$ cat src/design/ccis_pkg.sv
/*
 * Constants for the contact input configuration and status block:
 * word addresses, status field positions, reset values and timing.
 * Assumes a 50 MHz reference clock and a word-addressed I/O bus.
 */
// What this block does
// - one word address: write loads configuration, read returns status.
// - configure bit clears at reset; unconfigured point reads answer attention.
// - status bit 0 mirrors configure bit; writing 0 unconfigures and raises attention.
// - force error bit resets to 0; while set, attention; status bit 1 mirrors it.
// - undefined status bits 2-5 and 11-15 always read 1.
// - writes only affect configuration bits 0, 1 and 9.
// - status bit 8 shows auxiliary supply failure.
// - ground fault attention enable resets 0, written, read back at bit 9.
// - enable set and ground fault: point and config accesses answer attention; point reads give no data.
// - enable clear: ground fault neither raises attention nor blocks data.
// - status bit 10 shows field wiring ground fault.
// - external fault indicator follows status bit 10.
// - internal fault indicator on force, supply failure or watchdog; raises attention.
// - watchdog expires when controller stops accessing; counts as internal fault.
// - communications indicator lit while the controller is accessing.
// - sixteen point indicators follow debounced contact closure.
// - changes under 3 ms rejected, over 7 ms accepted.
package ccis_pkg;
    localparam int          N_CHANNELS      = 16;
    localparam int          ADDR_W          = 8;
    localparam int          DATA_W          = 16;

    localparam logic [7:0]  CFG_STATUS_ADDR = 8'h0d;
    localparam logic [7:0]  POINT_DATA_ADDR = 8'h00;

    localparam int          BIT_CONFIG      = 0;
    localparam int          BIT_FORCE       = 1;
    localparam int          BIT_AUX_FAIL    = 8;
    localparam int          BIT_GF_EN       = 9;
    localparam int          BIT_GF          = 10;
    // undefined bits 2-5, 11-15 read high
    localparam logic [15:0] STATUS_ONES     = 16'hf83c;
    localparam logic [15:0] ZERO_WORD       = 16'h0000;

    localparam logic        CONFIG_RESET    = 1'b0;
    localparam logic        FORCE_RESET     = 1'b0;
    localparam logic        GF_EN_RESET     = 1'b0;

    localparam int          CLK_PERIOD_NS   = 20;
    localparam int          MS_NS           = 1000000;
    localparam int          MS_CYCLES       = MS_NS / CLK_PERIOD_NS;
    localparam int          TICK_W          = 16;

    localparam int          DEB_W           = 3;
    localparam logic [2:0]  DEBOUNCE_MS     = 3'h5;
    localparam int          WD_W            = 8;
    localparam logic [7:0]  WDOG_MS         = 8'h64;
    localparam logic [7:0]  COMM_HOLD_MS    = 8'h14;
    localparam logic [7:0]  WD_ZERO         = 8'h00;
    localparam logic [7:0]  WD_ONE          = 8'h01;
endpackage

$ cat src/design/ccis_top.sv
/*
 * Contact input configuration/status register, attention logic,
 * per-channel debounce, watchdog and indicator drivers.
 * Assumes bus strobes are synchronous to ref_clk; field and supply
 * monitor inputs are asynchronous and are synchronised here.
 */
`timescale 1ns/10ps

module ccis_top
    import ccis_pkg::*;
#(
    parameter int unsigned TICK_CYCLES = MS_CYCLES
) (
    input  wire logic                  ref_clk,
    input  wire logic                  reset_n,
    input  wire logic                  bus_sel,
    input  wire logic                  bus_wr,
    input  wire logic [ADDR_W-1:0]     bus_addr,
    input  wire logic [DATA_W-1:0]     bus_wdata,
    output logic      [DATA_W-1:0]     bus_rdata,
    output logic                       bus_ack,
    output logic                       bus_attention,
    input  wire logic [N_CHANNELS-1:0] contact_closed,
    input  wire logic                  aux_supply_fail,
    input  wire logic                  ground_fault,
    output logic                       led_comm,
    output logic                       led_ext_fault,
    output logic                       led_int_fault,
    output logic      [N_CHANNELS-1:0] channel_point_indicators
);

    logic                  rst_meta;
    logic                  rst_n;
    logic [TICK_W-1:0]     tick_cnt;
    logic                  ms_tick;
    logic [2:0]            aux_sync;
    logic [2:0]            gf_sync;
    logic                  aux_q;
    logic                  gf_q;
    logic                  cfg_configured;
    logic                  cfg_force;
    logic                  cfg_gf_en;
    logic [WD_W-1:0]       wd_cnt;
    logic                  wd_timeout;
    logic [WD_W-1:0]       comm_cnt;
    logic                  access;
    logic                  cfg_hit;
    logic                  pt_hit;
    logic                  attention;
    logic [DATA_W-1:0]     status_word;
    logic [N_CHANNELS-1:0] pin_s1;
    logic [N_CHANNELS-1:0] pin_s2;
    logic [N_CHANNELS-1:0] pin_s3;

    // reset release through two flops
    always_ff @(posedge ref_clk or negedge reset_n) begin
        if (!reset_n) begin
            rst_meta <= 1'b0;
            rst_n    <= 1'b0;
        end else begin
            rst_meta <= 1'b1;
            rst_n    <= rst_meta;
        end
    end

    // one millisecond enable
    always_ff @(posedge ref_clk or negedge rst_n) begin
        if (!rst_n) begin
            tick_cnt <= '0;
            ms_tick  <= 1'b0;
        end else if (tick_cnt == TICK_W'(TICK_CYCLES - 1)) begin
            tick_cnt <= '0;
            ms_tick  <= 1'b1;
        end else begin
            tick_cnt <= tick_cnt + 1'b1;
            ms_tick  <= 1'b0;
        end
    end

    // monitor inputs: change taken only when stages 2 and 3 agree
    always_ff @(posedge ref_clk or negedge rst_n) begin
        if (!rst_n) begin
            aux_sync <= '0;
            gf_sync  <= '0;
            aux_q    <= 1'b0;
            gf_q     <= 1'b0;
        end else begin
            aux_sync <= {aux_sync[1:0], aux_supply_fail};
            gf_sync  <= {gf_sync[1:0], ground_fault};
            if (aux_sync[2] == aux_sync[1]) begin
                aux_q <= aux_sync[2];
            end
            if (gf_sync[2] == gf_sync[1]) begin
                gf_q <= gf_sync[2];
            end
        end
    end

    assign access  = bus_sel;
    assign cfg_hit = bus_sel && (bus_addr == CFG_STATUS_ADDR);
    assign pt_hit  = bus_sel && (bus_addr == POINT_DATA_ADDR);

    // configuration: only bits 0, 1 and 9 are stored
    always_ff @(posedge ref_clk or negedge rst_n) begin
        if (!rst_n) begin
            cfg_configured <= CONFIG_RESET;
            cfg_force      <= FORCE_RESET;
            cfg_gf_en      <= GF_EN_RESET;
        end else if (cfg_hit && bus_wr) begin
            cfg_configured <= bus_wdata[BIT_CONFIG];
            cfg_force      <= bus_wdata[BIT_FORCE];
            cfg_gf_en      <= bus_wdata[BIT_GF_EN];
        end
    end

    // watchdog: restarted by every access except one in the expiry cycle, where the timeout wins; a late access still sees the timeout
    always_ff @(posedge ref_clk or negedge rst_n) begin
        if (!rst_n) begin
            wd_cnt     <= WD_ZERO;
            wd_timeout <= 1'b0;
        end else if (ms_tick && !wd_timeout && (wd_cnt == WDOG_MS - WD_ONE)) begin
            wd_timeout <= 1'b1;
            wd_cnt     <= WD_ZERO;
        end else if (access) begin
            wd_cnt     <= WD_ZERO;
            wd_timeout <= 1'b0;
        end else if (ms_tick && !wd_timeout) begin
            wd_cnt <= wd_cnt + WD_ONE;
        end
    end

    // communications indicator held for a short while after each access
    always_ff @(posedge ref_clk or negedge rst_n) begin
        if (!rst_n) begin
            comm_cnt <= WD_ZERO;
            led_comm <= 1'b0;
        end else if (access) begin
            comm_cnt <= COMM_HOLD_MS;
            led_comm <= 1'b1;
        end else begin
            if (ms_tick && comm_cnt != WD_ZERO) begin
                comm_cnt <= comm_cnt - WD_ONE;
            end
            led_comm <= (comm_cnt != WD_ZERO);
        end
    end

    // fault indicators
    always_ff @(posedge ref_clk or negedge rst_n) begin
        if (!rst_n) begin
            led_ext_fault <= 1'b0;
            led_int_fault <= 1'b0;
        end else begin
            led_ext_fault <= gf_q;
            led_int_fault <= cfg_force || aux_q || wd_timeout;
        end
    end

    // ground fault only counts when enabled
    assign attention = !cfg_configured || cfg_force || aux_q || wd_timeout
                     || (cfg_gf_en && gf_q);

    always_comb begin
        status_word               = STATUS_ONES;
        status_word[BIT_CONFIG]   = cfg_configured;
        status_word[BIT_FORCE]    = cfg_force;
        status_word[BIT_AUX_FAIL] = aux_q;
        status_word[BIT_GF_EN]    = cfg_gf_en;
        status_word[BIT_GF]       = gf_q;
    end

    // bus answer one cycle after the strobe; config access works under attention
    // so that software can always recover the module
    always_ff @(posedge ref_clk or negedge rst_n) begin
        if (!rst_n) begin
            bus_ack       <= 1'b0;
            bus_attention <= 1'b0;
            bus_rdata     <= ZERO_WORD;
        end else begin
            bus_ack       <= access;
            bus_attention <= access && attention && (cfg_hit || pt_hit);
            if (cfg_hit && !bus_wr) begin
                bus_rdata <= status_word;
            end else if (pt_hit && !bus_wr && !attention) begin
                bus_rdata <= channel_point_indicators;
            end else begin
                bus_rdata <= ZERO_WORD;
            end
        end
    end

    // contact inputs: three-stage sync, then per-channel debounce
    always_ff @(posedge ref_clk or negedge rst_n) begin
        if (!rst_n) begin
            pin_s1 <= '0;
            pin_s2 <= '0;
            pin_s3 <= '0;
        end else begin
            pin_s1 <= contact_closed;
            pin_s2 <= pin_s1;
            pin_s3 <= pin_s2;
        end
    end

    // acceptance after 5 whole ticks: between 4 and 5 ms, inside the 3..7 ms window
    genvar ch;
    generate
        for (ch = 0; ch < N_CHANNELS; ch++) begin : g_chan
            logic [DEB_W-1:0] deb_cnt;
            always_ff @(posedge ref_clk or negedge rst_n) begin
                if (!rst_n) begin
                    deb_cnt                      <= '0;
                    channel_point_indicators[ch] <= 1'b0;
                end else if ((pin_s2[ch] != pin_s3[ch])
                             || (pin_s3[ch] == channel_point_indicators[ch])) begin
                    deb_cnt <= '0;
                end else if (ms_tick) begin
                    if (deb_cnt == DEBOUNCE_MS - 3'h1) begin
                        deb_cnt                      <= '0;
                        channel_point_indicators[ch] <= pin_s3[ch];
                    end else begin
                        deb_cnt <= deb_cnt + 3'h1;
                    end
                end
            end
        end
    endgenerate

    logic rd_status_q;
    always_ff @(posedge ref_clk or negedge rst_n) begin
        if (!rst_n) begin
            rd_status_q <= 1'b0;
        end else begin
            rd_status_q <= cfg_hit && !bus_wr;
        end
    end
endmodule

$ cat config.mk
export PLATFORM = sky130hd
export DESIGN_NAME = ccis_top
export DESIGN_NICKNAME = d
export VERILOG_FILES = /design/src/design/ccis_pkg.sv /design/src/design/ccis_top.sv
export SDC_FILE = /design/constraint.sdc
export NUM_CORES = 1
export LEC_CHECK = 0
export BUFFER_PORTS_ARGS = -buffer_cell sky130_fd_sc_hd__buf_2
export CAP_MARGIN = 20
export CORE_MARGIN = 2
export CORE_UTILIZATION = 55
export CTS_BUF_LIST = sky130_fd_sc_hd__clkbuf_16
export CTS_CLUSTER_SIZE = 30
export DETAILED_ROUTE_END_ITERATION = 10
export PLACE_DENSITY = 0.84
export SLEW_MARGIN = 20
export SYNTH_ARGS = -nofsm -noshare
export SYNTH_HDL_FRONTEND = slang
export SYNTH_SLANG_ARGS = --single-unit
$ cat constraint.sdc
create_clock -name ref_clk -period 6.7 [get_ports ref_clk]
set_input_delay 1.34 -clock ref_clk [delete_from_list [all_inputs] [get_ports ref_clk]]
set_output_delay 1.34 -clock ref_clk [all_outputs]
set_load 0.1 [all_outputs]
==> reports/metrics.cfg <==
[outcome]
status = finished, final reports clean

[synth]
async_flop_share_pct = 100.0
synth_most_common_cell = dfrtp_1
synth_nets = 806
synth_xor_area_share_pct = 2.495
ys_ff_latch = 180
synth.avg_cell_area_um2 = 10.67
synth_commonest_cells = dfrtp_1 (180), nor2_1 (140), a21oi_1 (68)
synthSimpleGateAreaFrac_pct = 15.51
synth_edf_count = 0
synth_top_area_share_pct = 58.33
synth_top_cell_by_area = dfrtp_1
synth_top_family_by_area = simple AND/OR/NAND/NOR gates
synth_area_leaders = dfrtp_1 (58%), nor2_1 (6.8%), ha_1 (5.8%)
synthCells = 724
muxShareOfSynthArea_pct = 2.900
ys_seq_area_share_pct = 58.33
synth_compound_area_share_pct = 11.57
synth-main-ff-cell = dfrtp_1
yosys.cell_types.count = 50
yosys_warnings = 0
syn_area_um2 = 7722
synthAdderAreaFrac_pct = 6.092

[sta]
slew_headroom_pct = 32.39
fmax_mhz = 354.4
finalMaxSlewViolations = 0
worst_pin_slew_ps = 1010
period_share_pct = 42.12
hold_viol_final = 0
final-setup-viol-count = 0
tns_ps = 0
fin_skew_ps = 7.546
period_minus_slack_ps = 2822
rsz0062_at_grt = no
whs_ps = 290.6

[min_path]
min_path_type = reg -> async

[global_route]
grt_max_degree = 86
first_global_vias = 5261
grt_pass1_wl_um = 24460
antenna_found_initial = 0
grt_remaining_overflow = 0
grt_use_total_pct = 20.78

[place]
hpwlAfterDp_um = 8891
place.gp.congestion = 0.8050
dp_cells = 958
io_buffer_count = 69

[pwr]
vdd_ir_drop_max_mv = 0.2390
leakage_nw = 4.151
power_density_nw_per_um2 = 255.2

[drt]
dr.pass1.iters = 5
antenna_left = 0
wl_um = 14200
vias_per_cell = 5.514
drc = 0
routedWlPerCell_um = 14.33
vias = 5464
drt-initial-drc-count = 398

[finish]
diodes = 0
syn_to_final_growth_pct = 15.57
finalNonFillerCells = 991
nets = 880
nFillCells = 1066
drive_gt1_share_pct = 13.93

[critical_path]
worstPathRequired_ps = 7070
cp.arrival_ps = 3190
criticalPathCategory = in -> reg
end_kind = register
cp_max_fo = 21
start_kind = primary input

[clocking]
cts_root_buf = clkbuf_16
htreeDepth = 4
cts_tree = done
cts_resized = 0
cts_inserted_buffers = 17
clk_latency_ps = 430
cts_setup_buffers = 0
postCtsHoldBufs = 0
clock-sinks = 180
clk_pin_slew_ps = 70
clockBufferDepth = 2

[floorplan]
initial_core_util_pct = 56.07
die_w_um = 122.5
ioPinCount = 83
die_h_um = 122.5
core_um2 = 13770
die-area_um2 = 15010
fp-row-count = 43

[run]
cap_violations = 0

## state kept, by name, summed over array words and instances (netlist names), 3 cells and up
name	cells
pin_s3	16
wd_cnt	8
bus_rdata	16
aux_sync	3
pin_s1	16
channel_point_indicators	16
pin_s2	16
gf_sync	3
g_chan.deb_cnt	48
comm_cnt	8
tick_cnt	16
## worst max-delay path: stages
cell and delay (ps):
buf_2 310, nor2b_1 230, nand4_1 290, nor2_1 860, a21o_1 160
## cells by family (layout without fill, tap and decap cells)
| logic type | count (synthesis) | count (layout) |
|---|---|---|
| other | 1 | 1 |
| buffers and inverters | 62 | 149 |
| AND/OR/NAND/NOR | 255 | 255 |
| XOR/XNOR | 22 | 22 |
| adder cells (fa/ha/maj) | 38 | 38 |
| multiplexers | 22 | 22 |
| AO/OA/AOI/OAI | 144 | 144 |
| flip-flops | 180 | 180 |
## final timing paths
| path | start | endpoint | slack (ps) | depth (start not counted) |
|---|---|---|---|---|
| worst min-delay path | rst_n | bus_rdata[10] | 290 | 0 |
| worst max register to register | ms_tick | channel_point_indicators[0] | 4580 | 5 |
| worst max-delay path | bus_sel | bus_rdata[2] | 3880 | 5 |
| max in group asynchronous | rst_n | ms_tick | 5300 | 1 |
| min in group ref_clk | pin_s1[12] | pin_s2[12] | 350 | 0 |
| worst min register to register | rst_n | bus_rdata[10] | 290 | 0 |
## stage by stage
stage | worst slack (ps) | cell area, µm² | util [%] | total power, mW
after detailed placement | 3429 | 8253 | 59.92 | 1.210
after floorplan | 1313 | 7722 | - | 1.185
after global placement | 3489 | 8253 | 59.92 | 1.207
after CTS | 3868 | 8906 | 64.66 | 2.302
after global routing | 3721 | 8925 | 64.80 | 2.350
final | 3878 | 8925 | 64.80 | 2.278
## cell type report
class | count | area [µm²] | share of cell area (%)
clock inverter | 15 | 227.7 | 2.552
multi-input combinational | 482 | 2982 | 33.41
timing repair buffer | 74 | 394.1 | 4.416
sequential | 180 | 4509 | 50.53
clock buffer | 17 | 425.4 | 4.767
inverter | 43 | 161.4 | 1.808
tap | 180 | 225.2 | 2.523
## power breakdown
group	leakage [nW]	switching, mW	internal [mW]
sequential	2.35	0.0188	1.11
combinational	1.49	0.0456	0.0177
clock	0.319	0.422	0.666
## placed cells by master (no fill, tap or decap), drive strengths merged, types with 16 or more instances in the layout
| cell | netlist | routed |
|---|---|---|
| nand4b | 17 | 17 |
| nor2 | 140 | 140 |
| ha | 36 | 36 |
| buf | 4 | 74 |
| nand2 | 44 | 44 |
| a21oi | 68 | 68 |
| dfrtp | 180 | 180 |
| clkbuf | 15 | 17 |
| o21ai | 18 | 18 |
| inv | 43 | 48 |
| mux2i | 19 | 19 |
| a41oi | 16 | 16 |
## layer usage
layer / part of all wire, % / vias up / track usage [%]
met5: 0 / - / 0
met4: 2.5 / 0 / 7.830
met3: 3.0 / 30 / 4.740
met2: 51 / 89 / 34.62
met1: 44 / 2688 / 26.65
li1: - / 2657 / -
Note: power is estimated with default switching activity, not from simulation.
